### src/rtl/csc_pkg.sv
// Shared constants for the cycle stamp counter block.
`default_nettype none
package csc_pkg;
	// Count width; at 125 MHz a 64-bit count takes thousands of years to wrap.
	localparam int unsigned CSC_CNT_W          = 64;
	localparam int unsigned CSC_HALF_W         = 32;
	localparam int unsigned CSC_ADDR_W         = 32;
	localparam int unsigned CSC_CPL_W          = 2;
	localparam int unsigned CSC_CTL4_W         = 32;
	// Model register address of the count.
	localparam logic [31:0] CSC_STAMP_ADDR     = 32'h0000_0010;
	// Reset values.
	localparam logic [63:0] CSC_STAMP_RESET    = 64'h0;
	localparam logic [31:0] CSC_CTL4_RESET     = 32'h0;
	// Read restriction flag position in control register four.
	localparam int unsigned CSC_RESTRICT_BIT   = 2;
	// Identification query leaf and feature bit that reports the counter.
	localparam logic [31:0] CSC_ID_FEATURE_LEAF = 32'h0000_0001;
	localparam int unsigned CSC_PRESENT_BIT    = 4;
	localparam logic [31:0] CSC_ID_FEATURES    = 32'h0000_0010;
	// Privilege level that is always allowed to read outside virtual-8086 mode.
	localparam logic [1:0]  CSC_CPL_KERNEL     = 2'h0;
	// Clock rate and the least wrap time in years.
	localparam int unsigned CSC_CLK_MHZ        = 125;
	localparam int unsigned CSC_WRAP_YEARS     = 10;
endpackage : csc_pkg
`default_nettype wire

### src/rtl/csc_counter.sv
// Top of the cycle stamp counter: count, read instruction, model register and identify.
// Notes on behaviour
// - 64-bit count, zero after processor reset.
// - Keeps counting during halt or stop clock.
// - May pause while deep sleep pin asserted.
// - Core variant: one per core clock cycle.
// - Constant variant: fixed rate, ignores frequency changes.
// - Each read returns a strictly greater value.
// - Width and rate avoid wrap for ten years.
// - Restrict flag limits reads to level zero.
// - Read need not serialize with other instructions.
// - Model register 10h reads and writes count.
// - Older write: low half loaded, high cleared.
// - Newer write: all 64 bits loaded.
// - Identify leaf 1 reports counter in bit 4.
`default_nettype none
module csc_counter (
	input  wire logic                            ref_clk,
	input  wire logic                            srst,
	input  wire logic                            core_tick,
	input  wire logic                            const_tick,
	input  wire logic                            const_rate_mode,
	input  wire logic                            full_width_write,
	input  wire logic                            halt_instruction_active,
	input  wire logic                            stop_clock_pin_n,
	input  wire logic                            deep_sleep_pin_n,
	input  wire logic                            sleep_stop_en,
	input  wire logic                            rd_req,
	input  wire logic [csc_pkg::CSC_CPL_W-1:0]   rd_cpl,
	input  wire logic                            rd_v86,
	output logic                                 rd_ack,
	output logic                                 rd_fault,
	output logic [csc_pkg::CSC_CNT_W-1:0]        rd_data,
	input  wire logic                            ctl4_wr,
	input  wire logic [csc_pkg::CSC_CTL4_W-1:0]  ctl4_wdata,
	output logic [csc_pkg::CSC_CTL4_W-1:0]       ctl4_q,
	input  wire logic                            msr_rd,
	input  wire logic                            msr_wr,
	input  wire logic [csc_pkg::CSC_ADDR_W-1:0]  msr_addr,
	input  wire logic [csc_pkg::CSC_CNT_W-1:0]   msr_wdata,
	output logic                                 msr_ack,
	output logic                                 msr_fault,
	output logic [csc_pkg::CSC_CNT_W-1:0]        msr_rdata,
	input  wire logic                            id_req,
	input  wire logic [csc_pkg::CSC_ADDR_W-1:0]  id_leaf,
	output logic                                 id_ack,
	output logic [csc_pkg::CSC_HALF_W-1:0]       id_edx
);
	import csc_pkg::*;

	logic [CSC_CNT_W-1:0]  count_ff;
	logic [CSC_CNT_W-1:0]  nxt_count;
	logic [CSC_CTL4_W-1:0] ctl4_ff;
	logic                  tick;
	logic                  allow;
	logic                  hit;
	logic                  stamp_wr;
	logic                  rd_take;
	logic                  bump;
	logic                  rd_ack_ff;
	logic                  rd_fault_ff;
	logic [CSC_CNT_W-1:0]  rd_data_ff;
	logic                  msr_ack_ff;
	logic                  msr_fault_ff;
	logic [CSC_CNT_W-1:0]  msr_rdata_ff;
	logic                  id_ack_ff;
	logic [CSC_HALF_W-1:0] id_edx_ff;

	// Increment source selection with the optional deep sleep pause.
	csc_tick_sel i_csc_tick_sel (
		.core_tick        (core_tick),
		.const_tick       (const_tick),
		.const_rate_mode  (const_rate_mode),
		.deep_sleep_pin_n (deep_sleep_pin_n),
		.sleep_stop_en    (sleep_stop_en),
		.tick             (tick)
	);

	// Privilege check of the counter read instruction.
	csc_read_guard i_csc_read_guard (
		.restrict_flag (ctl4_ff[CSC_RESTRICT_BIT]),
		.cpl           (rd_cpl),
		.v86_mode      (rd_v86),
		.allow         (allow)
	);

	// Address decode and the qualified events of this cycle.
	assign hit      = (msr_addr == CSC_STAMP_ADDR);
	assign stamp_wr = msr_wr & hit;
	assign rd_take  = rd_req & allow;
	// A read with no tick in its cycle pushes the count on so the next read differs.
	assign bump     = tick | rd_take;

	// Next count: a register write wins over any increment in the same cycle.
	always_comb begin
		nxt_count = count_ff;
		if (stamp_wr) begin
			if (full_width_write) begin
				nxt_count = msr_wdata;
			end else begin
				nxt_count = {{CSC_HALF_W{1'b0}}, msr_wdata[CSC_HALF_W-1:0]};
			end
		end else if (bump) begin
			nxt_count = count_ff + 64'h1;
		end
	end

	// The count itself, cleared by reset and advanced on every selected tick or allowed read unless a write loads it.
	always_ff @(posedge ref_clk) begin
		if (srst) begin
			count_ff <= CSC_STAMP_RESET;
		end else begin
			count_ff <= nxt_count;
		end
	end

	// Control register four, which carries the read restriction flag.
	always_ff @(posedge ref_clk) begin
		if (srst) begin
			ctl4_ff <= CSC_CTL4_RESET;
		end else if (ctl4_wr) begin
			ctl4_ff <= ctl4_wdata;
		end
	end

	// Read instruction answer; the sample is the count at the request edge, unordered.
	always_ff @(posedge ref_clk) begin
		if (srst) begin
			rd_ack_ff   <= 1'b0;
			rd_fault_ff <= 1'b0;
			rd_data_ff  <= CSC_STAMP_RESET;
		end else begin
			rd_ack_ff   <= rd_req;
			rd_fault_ff <= rd_req & ~allow;
			if (rd_take) begin
				rd_data_ff <= count_ff;
			end
		end
	end

	// Model register answer; other addresses are refused with a fault.
	always_ff @(posedge ref_clk) begin
		if (srst) begin
			msr_ack_ff   <= 1'b0;
			msr_fault_ff <= 1'b0;
			msr_rdata_ff <= CSC_STAMP_RESET;
		end else begin
			msr_ack_ff   <= msr_rd | msr_wr;
			msr_fault_ff <= (msr_rd | msr_wr) & ~hit;
			if (msr_rd & hit) begin
				msr_rdata_ff <= count_ff;
			end else if (msr_rd) begin
				msr_rdata_ff <= CSC_STAMP_RESET;
			end
		end
	end

	// Identification query; only the feature leaf reports the counter.
	always_ff @(posedge ref_clk) begin
		if (srst) begin
			id_ack_ff <= 1'b0;
			id_edx_ff <= 32'h0;
		end else begin
			id_ack_ff <= id_req;
			if (id_req) begin
				id_edx_ff <= (id_leaf == CSC_ID_FEATURE_LEAF) ? CSC_ID_FEATURES : 32'h0;
			end
		end
	end

	// Outputs come straight from flip-flops.
	assign rd_ack    = rd_ack_ff;
	assign rd_fault  = rd_fault_ff;
	assign rd_data   = rd_data_ff;
	assign ctl4_q    = ctl4_ff;
	assign msr_ack   = msr_ack_ff;
	assign msr_fault = msr_fault_ff;
	assign msr_rdata = msr_rdata_ff;
	assign id_ack    = id_ack_ff;
	assign id_edx    = id_edx_ff;

	// Helper state for the ordering check: last allowed read sample and whether one exists.
	// A write or a wrap after that sample excuses the next sample from growing.
	logic                 seen_ff;
	logic                 wrote_ff;
	logic                 wrap;
	logic [CSC_CNT_W-1:0] last_rd_ff;
	assign wrap = bump & ~stamp_wr & (count_ff == {CSC_CNT_W{1'b1}});
	always_ff @(posedge ref_clk) begin
		if (srst) begin
			seen_ff    <= 1'b0;
			wrote_ff   <= 1'b0;
			last_rd_ff <= CSC_STAMP_RESET;
		end else if (rd_take) begin
			seen_ff    <= 1'b1;
			wrote_ff   <= stamp_wr | wrap;
			last_rd_ff <= count_ff;
		end else if (stamp_wr | wrap) begin
			wrote_ff   <= 1'b1;
		end
	end

	// Reset clears the count and holds it while applied.
	a_reset_clears: assert property (@(posedge ref_clk)
		srst |=> (count_ff == 64'h0))
		else $error("count not zero after reset");

	// Halt and stop clock do not stop counting.
	a_halt_counts: assert property (@(posedge ref_clk) disable iff (srst)
		(halt_instruction_active | ~stop_clock_pin_n) & tick & ~stamp_wr
		|=> count_ff == $past(count_ff) + 64'h1)
		else $error("count stalled during halt or stop clock");

	// Deep sleep with the pause enabled freezes the count.
	a_sleep_holds: assert property (@(posedge ref_clk) disable iff (srst)
		(~deep_sleep_pin_n & sleep_stop_en & ~stamp_wr & ~rd_req) [*2]
		|=> $stable(count_ff))
		else $error("count moved in deep sleep");

	// Core variant advances on every core tick that is not paused.
	a_core_rate: assert property (@(posedge ref_clk) disable iff (srst)
		~const_rate_mode & core_tick & deep_sleep_pin_n & ~stamp_wr
		|=> count_ff == $past(count_ff) + 64'h1)
		else $error("core tick missed");

	// Constant variant ignores the core tick.
	a_const_rate: assert property (@(posedge ref_clk) disable iff (srst)
		const_rate_mode & core_tick & ~const_tick & ~stamp_wr & ~rd_req
		|=> count_ff == $past(count_ff))
		else $error("constant rate count followed core clock");

	// Successive allowed read samples with no write or wrap between them strictly increase.
	a_read_grows: assert property (@(posedge ref_clk) disable iff (srst)
		rd_take & seen_ff & ~wrote_ff & (last_rd_ff != {CSC_CNT_W{1'b1}})
		|-> count_ff > last_rd_ff)
		else $error("read sample did not increase");

	// An allowed read answers next cycle with the count of its request edge.
	a_read_sample: assert property (@(posedge ref_clk) disable iff (srst)
		rd_take
		|=> rd_ack & ~rd_fault & (rd_data == $past(count_ff)))
		else $error("read sample wrong");

	// Restricted reads outside level zero fault one cycle later.
	a_read_restrict: assert property (@(posedge ref_clk) disable iff (srst)
		rd_req & ctl4_ff[CSC_RESTRICT_BIT] & ((rd_cpl != CSC_CPL_KERNEL) | rd_v86)
		|=> rd_ack & rd_fault)
		else $error("restricted read not refused");

	// A refused read leaves the last sample in place.
	a_read_refused: assert property (@(posedge ref_clk) disable iff (srst)
		rd_req & ~allow
		|=> rd_ack & rd_fault & $stable(rd_data))
		else $error("refused read changed the sample");

	// With the flag clear every level may read.
	a_read_open: assert property (@(posedge ref_clk) disable iff (srst)
		rd_req & ~ctl4_ff[CSC_RESTRICT_BIT]
		|=> rd_ack & ~rd_fault)
		else $error("unrestricted read refused");

	// No request, no answer.
	a_read_quiet: assert property (@(posedge ref_clk) disable iff (srst)
		~rd_req
		|=> ~rd_ack & ~rd_fault)
		else $error("read answer without request");

	// Control register four takes the written word.
	a_ctl4_load: assert property (@(posedge ref_clk) disable iff (srst)
		ctl4_wr
		|=> ctl4_q == $past(ctl4_wdata))
		else $error("control register four not loaded");

	// Without a tick, an allowed read or a write the count holds.
	a_count_idle: assert property (@(posedge ref_clk) disable iff (srst)
		~bump & ~stamp_wr
		|=> $stable(count_ff))
		else $error("count moved with no cause");

	// Constant variant advances on every fixed-rate strobe that is not paused.
	a_const_tick: assert property (@(posedge ref_clk) disable iff (srst)
		const_rate_mode & const_tick & (deep_sleep_pin_n | ~sleep_stop_en) & ~stamp_wr
		|=> count_ff == $past(count_ff) + 64'h1)
		else $error("constant rate strobe missed");

	// Register read returns the full count sampled at the request.
	a_msr_read: assert property (@(posedge ref_clk) disable iff (srst)
		msr_rd & (msr_addr == CSC_STAMP_ADDR)
		|=> msr_ack & ~msr_fault & (msr_rdata == $past(count_ff)))
		else $error("model register read mismatch");

	// Accesses to any other address are refused.
	a_msr_fault: assert property (@(posedge ref_clk) disable iff (srst)
		(msr_rd | msr_wr) & (msr_addr != CSC_STAMP_ADDR)
		|=> msr_ack & msr_fault)
		else $error("unmapped access not refused");

	// No access, no answer.
	a_msr_quiet: assert property (@(posedge ref_clk) disable iff (srst)
		~msr_rd & ~msr_wr
		|=> ~msr_ack & ~msr_fault)
		else $error("register answer without access");

	// Narrow write loads the low half and clears the high half, beating a tick.
	a_msr_narrow: assert property (@(posedge ref_clk) disable iff (srst)
		stamp_wr & ~full_width_write
		|=> count_ff == {{CSC_HALF_W{1'b0}}, $past(msr_wdata[CSC_HALF_W-1:0])})
		else $error("narrow write wrong");

	// Full write loads all bits, then counting resumes from there.
	a_msr_full: assert property (@(posedge ref_clk) disable iff (srst)
		stamp_wr & full_width_write
		|=> count_ff == $past(msr_wdata))
		else $error("full write wrong");

	// Feature leaf reports the counter as present.
	a_id_present: assert property (@(posedge ref_clk) disable iff (srst)
		id_req & (id_leaf == CSC_ID_FEATURE_LEAF) |=> id_ack & id_edx[CSC_PRESENT_BIT])
		else $error("counter present bit missing");

	// Other leaves report nothing.
	a_id_other: assert property (@(posedge ref_clk) disable iff (srst)
		id_req & (id_leaf != CSC_ID_FEATURE_LEAF) |=> id_ack & (id_edx == 32'h0))
		else $error("other leaf not zero");
endmodule // csc_counter
`default_nettype wire

### src/rtl/csc_tick_sel.sv
// Selects the increment source and applies the deep sleep pause.
`default_nettype none
module csc_tick_sel (
	input  wire logic core_tick,
	input  wire logic const_tick,
	input  wire logic const_rate_mode,
	input  wire logic deep_sleep_pin_n,
	input  wire logic sleep_stop_en,
	output logic      tick
);
	import csc_pkg::*;

	logic src_tick;
	logic paused;

	// Core mode follows every internal core cycle; constant mode follows the fixed-rate strobe.
	assign src_tick = const_rate_mode ? const_tick : core_tick;
	// Halt and stop clock do not appear here, so they never pause the count.
	assign paused   = sleep_stop_en & ~deep_sleep_pin_n;
	assign tick     = src_tick & ~paused;
endmodule // csc_tick_sel
`default_nettype wire

### src/rtl/csc_read_guard.sv
// Decides whether a counter read instruction may complete.
`default_nettype none
module csc_read_guard (
	input  wire logic                         restrict_flag,
	input  wire logic [csc_pkg::CSC_CPL_W-1:0] cpl,
	input  wire logic                         v86_mode,
	output logic                              allow
);
	import csc_pkg::*;

	// Virtual-8086 code runs outside level 0, so it is refused once restricted.
	assign allow = ~restrict_flag | ((cpl == CSC_CPL_KERNEL) & ~v86_mode);
endmodule // csc_read_guard
`default_nettype wire

### config.mk
export PLATFORM = sky130hd
export DESIGN_NAME = csc_counter
export DESIGN_NICKNAME = d
export VERILOG_FILES = /design/src/rtl/csc_pkg.sv /design/src/rtl/csc_counter.sv /design/src/rtl/csc_tick_sel.sv /design/src/rtl/csc_read_guard.sv
export SDC_FILE = /design/constraint.sdc
export NUM_CORES = 1
export LEC_CHECK = 0
export ABC_AREA = 0
export BUFFER_PORTS_ARGS = -buffer_cell sky130_fd_sc_hd__buf_2
export CAP_MARGIN = 25
export CORE_MARGIN = 2
export CORE_UTILIZATION = 50
export DETAILED_ROUTE_END_ITERATION = 12
export GPL_TIMING_DRIVEN = 0
export PLACE_DENSITY = 0.85
export SETUP_SLACK_MARGIN = 0.05
export SYNTH_ARGS = -nofsm -noshare
export SYNTH_HDL_FRONTEND = slang
export SYNTH_HIERARCHICAL = 1
export SYNTH_SLANG_ARGS = --single-unit
### constraint.sdc
create_clock -name ref_clk -period 2.5 [get_ports ref_clk]
set_input_delay 0.5 -clock ref_clk [delete_from_list [all_inputs] [get_ports ref_clk]]
set_output_delay 0.5 -clock ref_clk [all_outputs]
set_load 0.005 [all_outputs]
# Word-level counts from Yosys, hierarchy flattened
# Cells that the tools add are included.
[totals]
wordCells = 40
ff_bits = 261
input_bits = 178
output_inout_bits = 197
[op_classes]
muxes = 7
eq_ne = 2
bitwise = 17
reduce_logical = 3
add_sub_neg = 1
[ops]
columns = ["op", "n"]
rows = [
  ["two-way mux 64 bit", 5],
  ["adder 64 x 1 -> 64 bit, second input constant", 1],
  ["equality test 32 x 1 -> 1 bit, second input constant", 1],
  ["equality test 32 x 5 -> 1 bit, second input constant", 1],
  ["bitwise AND 1 bit", 8],
  ["inverter 1 bit", 6],
  ["two-way mux 5 bit", 1],
  ["nonzero test 2 bit", 2],
  ["bitwise OR 1 bit", 3],
  ["logical NOT 2 bit", 1],
  ["two-way mux 1 bit", 1],
]

# Depth between registers and ports, before layout
[depth]
word_depth = 7
ltp_mapped = 9
depth_no_buf = 8

# By module
# The synthesis kept the hierarchy.
[modules_own_cells]
columns = ["module", "seq_area_each_um2", "n_inst", "cells_per_inst", "area_each_um2"]
rows = [
  ["csc_counter", 4604.4, 1, 1302, 10528.8],
  ["csc_tick_sel", 0.0, 1, 3, 18.8],
  ["csc_read_guard", 0.0, 1, 1, 12.5],
]

# Worst setup path after synthesis
# Ideal clock, no wire load.
[synth_timing]
path_kind = "in2reg"
startpoint = "input port msr_addr[19] (netlist name)"
endpoint = "register count_ff[60]"
slack_ns = 0.267
setup_ns = 0.091
required_ns = 2.409
path_buffers = 2
arrival_ns = 2.142
path_stages = 8
path_cell_list = "or4_1 -> nor2_2 -> and4_1 -> buf_4 -> buf_6 -> nor3_1 -> or3_1 -> a311oi_1"
[synth_via]
elab_chain_len = 3
elab_cells_between_ends = 4
cone_classes = "1 x eq/ne; 1 x mux; 1 x bitwise; 1 x reduce/logical"
[synth_rtl]
columns = ["item", "line", "source"]
rows = [
  ["start: declaration", "csc_counter.sv:39", "input wire logic [csc_pkg::CSC_ADDR_W-1:0] msr_addr,"],
  ["equality test 32 x 5 -> 1 bit *", "csc_counter.sv:88", "assign hit = (msr_addr == CSC_STAMP_ADDR);"],
  ["bitwise AND 1 bit *", "csc_counter.sv:89", "assign stamp_wr = msr_wr & hit;"],
  ["two-way mux 64 bit or nonzero test 2 bit (tied branches)", "-", ""],
  ["end signal: assignment", "csc_counter.sv:113", "count_ff <= nxt_count;"],
  ["end: declaration", "csc_counter.sv:51", "logic [CSC_CNT_W-1:0] count_ff;"],
]
# Mark *: on every way between the ends. The rest lies on a longest branch, timed or not.
# A chain may end at the register's enable or synchronous reset.

# Worst setup path in the final report
[layout_timing]
startpoint = "register count_ff[11]"
endpoint = "register count_ff[42]"
[layout_via]
elab_chain_len = 3
[layout_rtl]
columns = ["item", "line", "source"]
rows = [
  ["adder 64 x 1 -> 64 bit", "csc_counter.sv:104", "nxt_count = count_ff + 64'h1;"],
  ["two-way mux 64 bit", "csc_counter.sv:103", "end else if (bump) begin"],
  ["two-way mux 64 bit", "csc_counter.sv:97", "if (stamp_wr) begin"],
]
# Every way passes these cells. The select of a mux whose other input is x is not followed.

==> impl_metrics.csv <==
group,metric,value,unit
floorplanning,die_y,149,um
power_and_ir_drop,peakVddDrop,0.000569,V
drt,drt_first_pass_iters,8,
timing,final_max_slew_viol_count,0,
flow_run,max_cap_viol_count,0,
synthesis,synthTopCellsByArea,"dfxtp_1, a21oi_1, nand2_1",
global_routing,antenna_found_initial,10,
clocking,clk_latency,0.52,ns
timing,layout_setup_ws,0.0918,ns
timing,min_period,2.41,ns
timing,whs,0.201,ns
power_and_ir_drop,power.density,597,nW/um2
synthesis,syn_area,10600,um2
critical_path,ff2ff_setup_slack,0.09,ns
global_routing,grt_pass1_wl,55.4,mm
place,dpl_worst_slack,-0.575,ns
drt,wl_met2,18.1,mm
drt,wl_per_cell,18.7,um
cells_and_area,layout-drive-gt1-share,0.281,
synthesis,synthArstFlopShare,0,
critical_path,path_class,"reg2reg",
drt,vias_per_cell,5.72,
place,dpl.cell_count,1948,
critical_path,slowest_stage,"or4b_1",
synthesis,yosysWarnings,6,
floorplanning,start_util,0.506,
synthesis,avgSynthCellArea,8.09,um2
cells_and_area,stdcell_area,13700,um2
synthesis,ys_types,62,
critical_path,crit_required,2.90,ns
drt,highest_layer,"met4",
drt,vias,11500,
timing,tightest_slew,1.00,ns
floorplanning,pin_count,375,
timing,finalCritPeriodShare,0.963,
critical_path,path_cells,"nand4_2 -> nor4_2 -> and3_2 -> nand4_1 -> or4b_1 -> o211a_1",
clocking,cts_buffer_depth,3,
cells_and_area,nFillCells,1813,
cells_and_area,register_area,4610,um2
cells_and_area,post-route-util,0.658,
synthesis,syn_inst,1306,
timing,hold_viol,0,
critical_path,crit_arrival,2.81,ns
synthesis,synth-edff-count,0,
timing,max_freq,415,MHz
synthesis,synth_seq_cells,230,
cells_and_area,area_growth,30.2,%
power_and_ir_drop,p_leak,5.82,nW
critical_path,path_max_fanout,7,
status,outcome,"completed",
drt,postRouteAntennaNets,0,
drt,wl_met1,14.0,mm
critical_path,path_buf_inv,0,
place,hpwl,28.0,mm
clocking,clock-root-buffer,"clkbuf_16",
clocking,cts.clk_slew.worst_paths,0.07,ns
drt,drt-initial-drc-count,1152,
synthesis,yosysSeqAreaShare,0.436,
synthesis,synth_most_common_cell,"dfxtp_1",
synthesis,synth_top_area_cell,"dfxtp_1",
drt,drt_wl_total,37.4,mm
timing,finClkSkew,0.0133,ns
cells_and_area,final-instance-count-excl-fill,2007,
critical_path,critical_path.endpoint_type,"flop",
clocking,cts_max_level,1,
global_routing,grt_util_all_layers,0.315,
clocking,cts.sinks,230,
min_path,hold_class,"in2reg",
floorplanning,die_area,22300,um2
drt,route.detailed.drc,0,
global_routing,grt_pass1_vias,10400,
floorplanning,fp.dieW,149,um
place,dpl_cell_area,12700,um2
synthesis,synth_flop_cell,"dfxtp_1",
synthesis,yosysTopAreaCellShare,0.436,
global_routing,grt_overflow,0,
drt,met3_length,3.24,mm
cells_and_area,final_nets,1886,
clocking,holdBufCountCts,0,
floorplanning,row_count,53,
timing,setup_viol,0,
clocking,tritoncts,"done",
global_routing,grt_max_degree,15,
critical_path,cp_slowest_stage_delay,0.51,ns
synthesis,synth.top_cells.by_count,"dfxtp_1, nand2_1, a21oi_1",
floorplanning,core-area,20900,um2
critical_path,cp-start-kind,"flop",
clocking,cts_made_buffers,24,
place,port_buffers,337,
cells_and_area,multiInputGateArea,5430,um2
critical_path,cpLargestDelayFamily,"simple AND/OR/NAND/NOR gates",
timing,maxSlewHeadroom,0.333,
timing,rsz0062_at_grt,"true",
place,gp_congestion,0.959,
power by group:
| group | leakage (nW) | internal (mW) | switching [mW] |
|---|---|---|---|
| combinational | 3.54 | 0.255 | 0.383 |
| sequential | 1.86 | 3.71 | 0.0295 |
| clock | 0.420 | 2.35 | 1.49 |
| total | 5.82 | 6.31 | 1.90 |
worst paths after layout:
path / start / to / cells past startpoint
worst max register to register: count_ff[11] / count_ff[42] / 6
worst max-delay path: count_ff[11] / count_ff[42] / 6
worst min-delay path: msr_wdata[32] / count_ff[32] / 3
worst min register to register: rd_data[58] / rd_data[58] / 2
worst register-to-register path, delay by kind of cell, from the launching register on:
| kind | cells | cell delay (ns) |
|---|---|---|
| flip-flops | 1 | 0.49 |
| AND/OR/NAND/NOR | 5 | 1.69 |
| AO/OA/AOI/OAI | 1 | 0.12 |
repair_timing:
item | CTS | global route
setup endpoints to repair | 35 | 32
setup buffers | 1 | 10
resized for setup | 11 | 11
pin swaps | 1 | 5
cells in the final DEF, fill, tap and decap left out, types with 5 or more instances in the layout:
cell,Yosys,layout
a21oi_1,161,161
nand2_1,181,181
o211a_1,5,5
or3_1,7,7
xnor2_1,19,19
a211oi_1,42,42
or4_1,6,6
dfxtp_1,230,229
xor2_1,16,16
buf_1,16,15
nand2b_1,66,66
mux2i_1,33,33
and2_1,5,5
buf_4,32,43
nand4_1,35,35
nand3_1,106,105
a311oi_1,8,8
and3_1,20,19
clkbuf_1,66,63
inv_1,11,11
nor2_1,90,88
clkinv_2,0,6
clkbuf_2,3,6
buf_2,23,360
and4_1,6,6
nor4_1,25,20
nor3_1,24,23
o21ai_0,7,7
diode_2,0,8
conb_1,1,31
clkbuf_16,0,25
state kept, by name (all words and copies together), names as in the netlist:
register	count
count_ff	64
id_edx	1
id_ack	1
ctl4_q	32
msr_fault	1
rd_data	64
rd_ack	1
rd_fault	1
msr_rdata	64
msr_ack	1
final cells by class:
class	count	share of cell area
inverter	11	0.00300
buffer	138	0.0496
clock buffer	31	0.0501
sequential	230	0.335
multi-input combinational	954	0.395
tap	275	0.0250
timing repair buffer	348	0.129
antenna	8	0.00146
clock inverter	12	0.0120
cell families after synthesis:
| group | Yosys count | share of synthesized area |
|---|---|---|
| and+or+nand+nor | 595 | 0.283 |
| muxes | 34 | 0.0323 |
| AOI/OAI and AO/OA | 258 | 0.149 |
| other | 1 | 0.000355 |
| xor gates and xnor gates | 35 | 0.0290 |
| adders and majority gates | 1 | 0.00118 |
| DFF | 230 | 0.436 |
| buffers and inverters | 152 | 0.0692 |
layer usage:
metal  global-route usage  up-vias
li1                     -     5353
met1                0.369     5300
met2                0.545      667
met3               0.0563      156
met4                0.175        0
met5                    0        -
stage by stage:
| stage | power, mW | setup TNS [ns] |
|---|---|---|
| 2_1_floorplan | 4.13 | 0 |
| 3_3_place_gp | 4.43 | -44.70 |
| 3_5_place_dp | 4.44 | -44.83 |
| 4_1_cts | 8.23 | 0 |
| 5_1_grt | 8.45 | 0 |
| 6_report | 8.21 | 0 |
(Power assumes the default switching activity.)
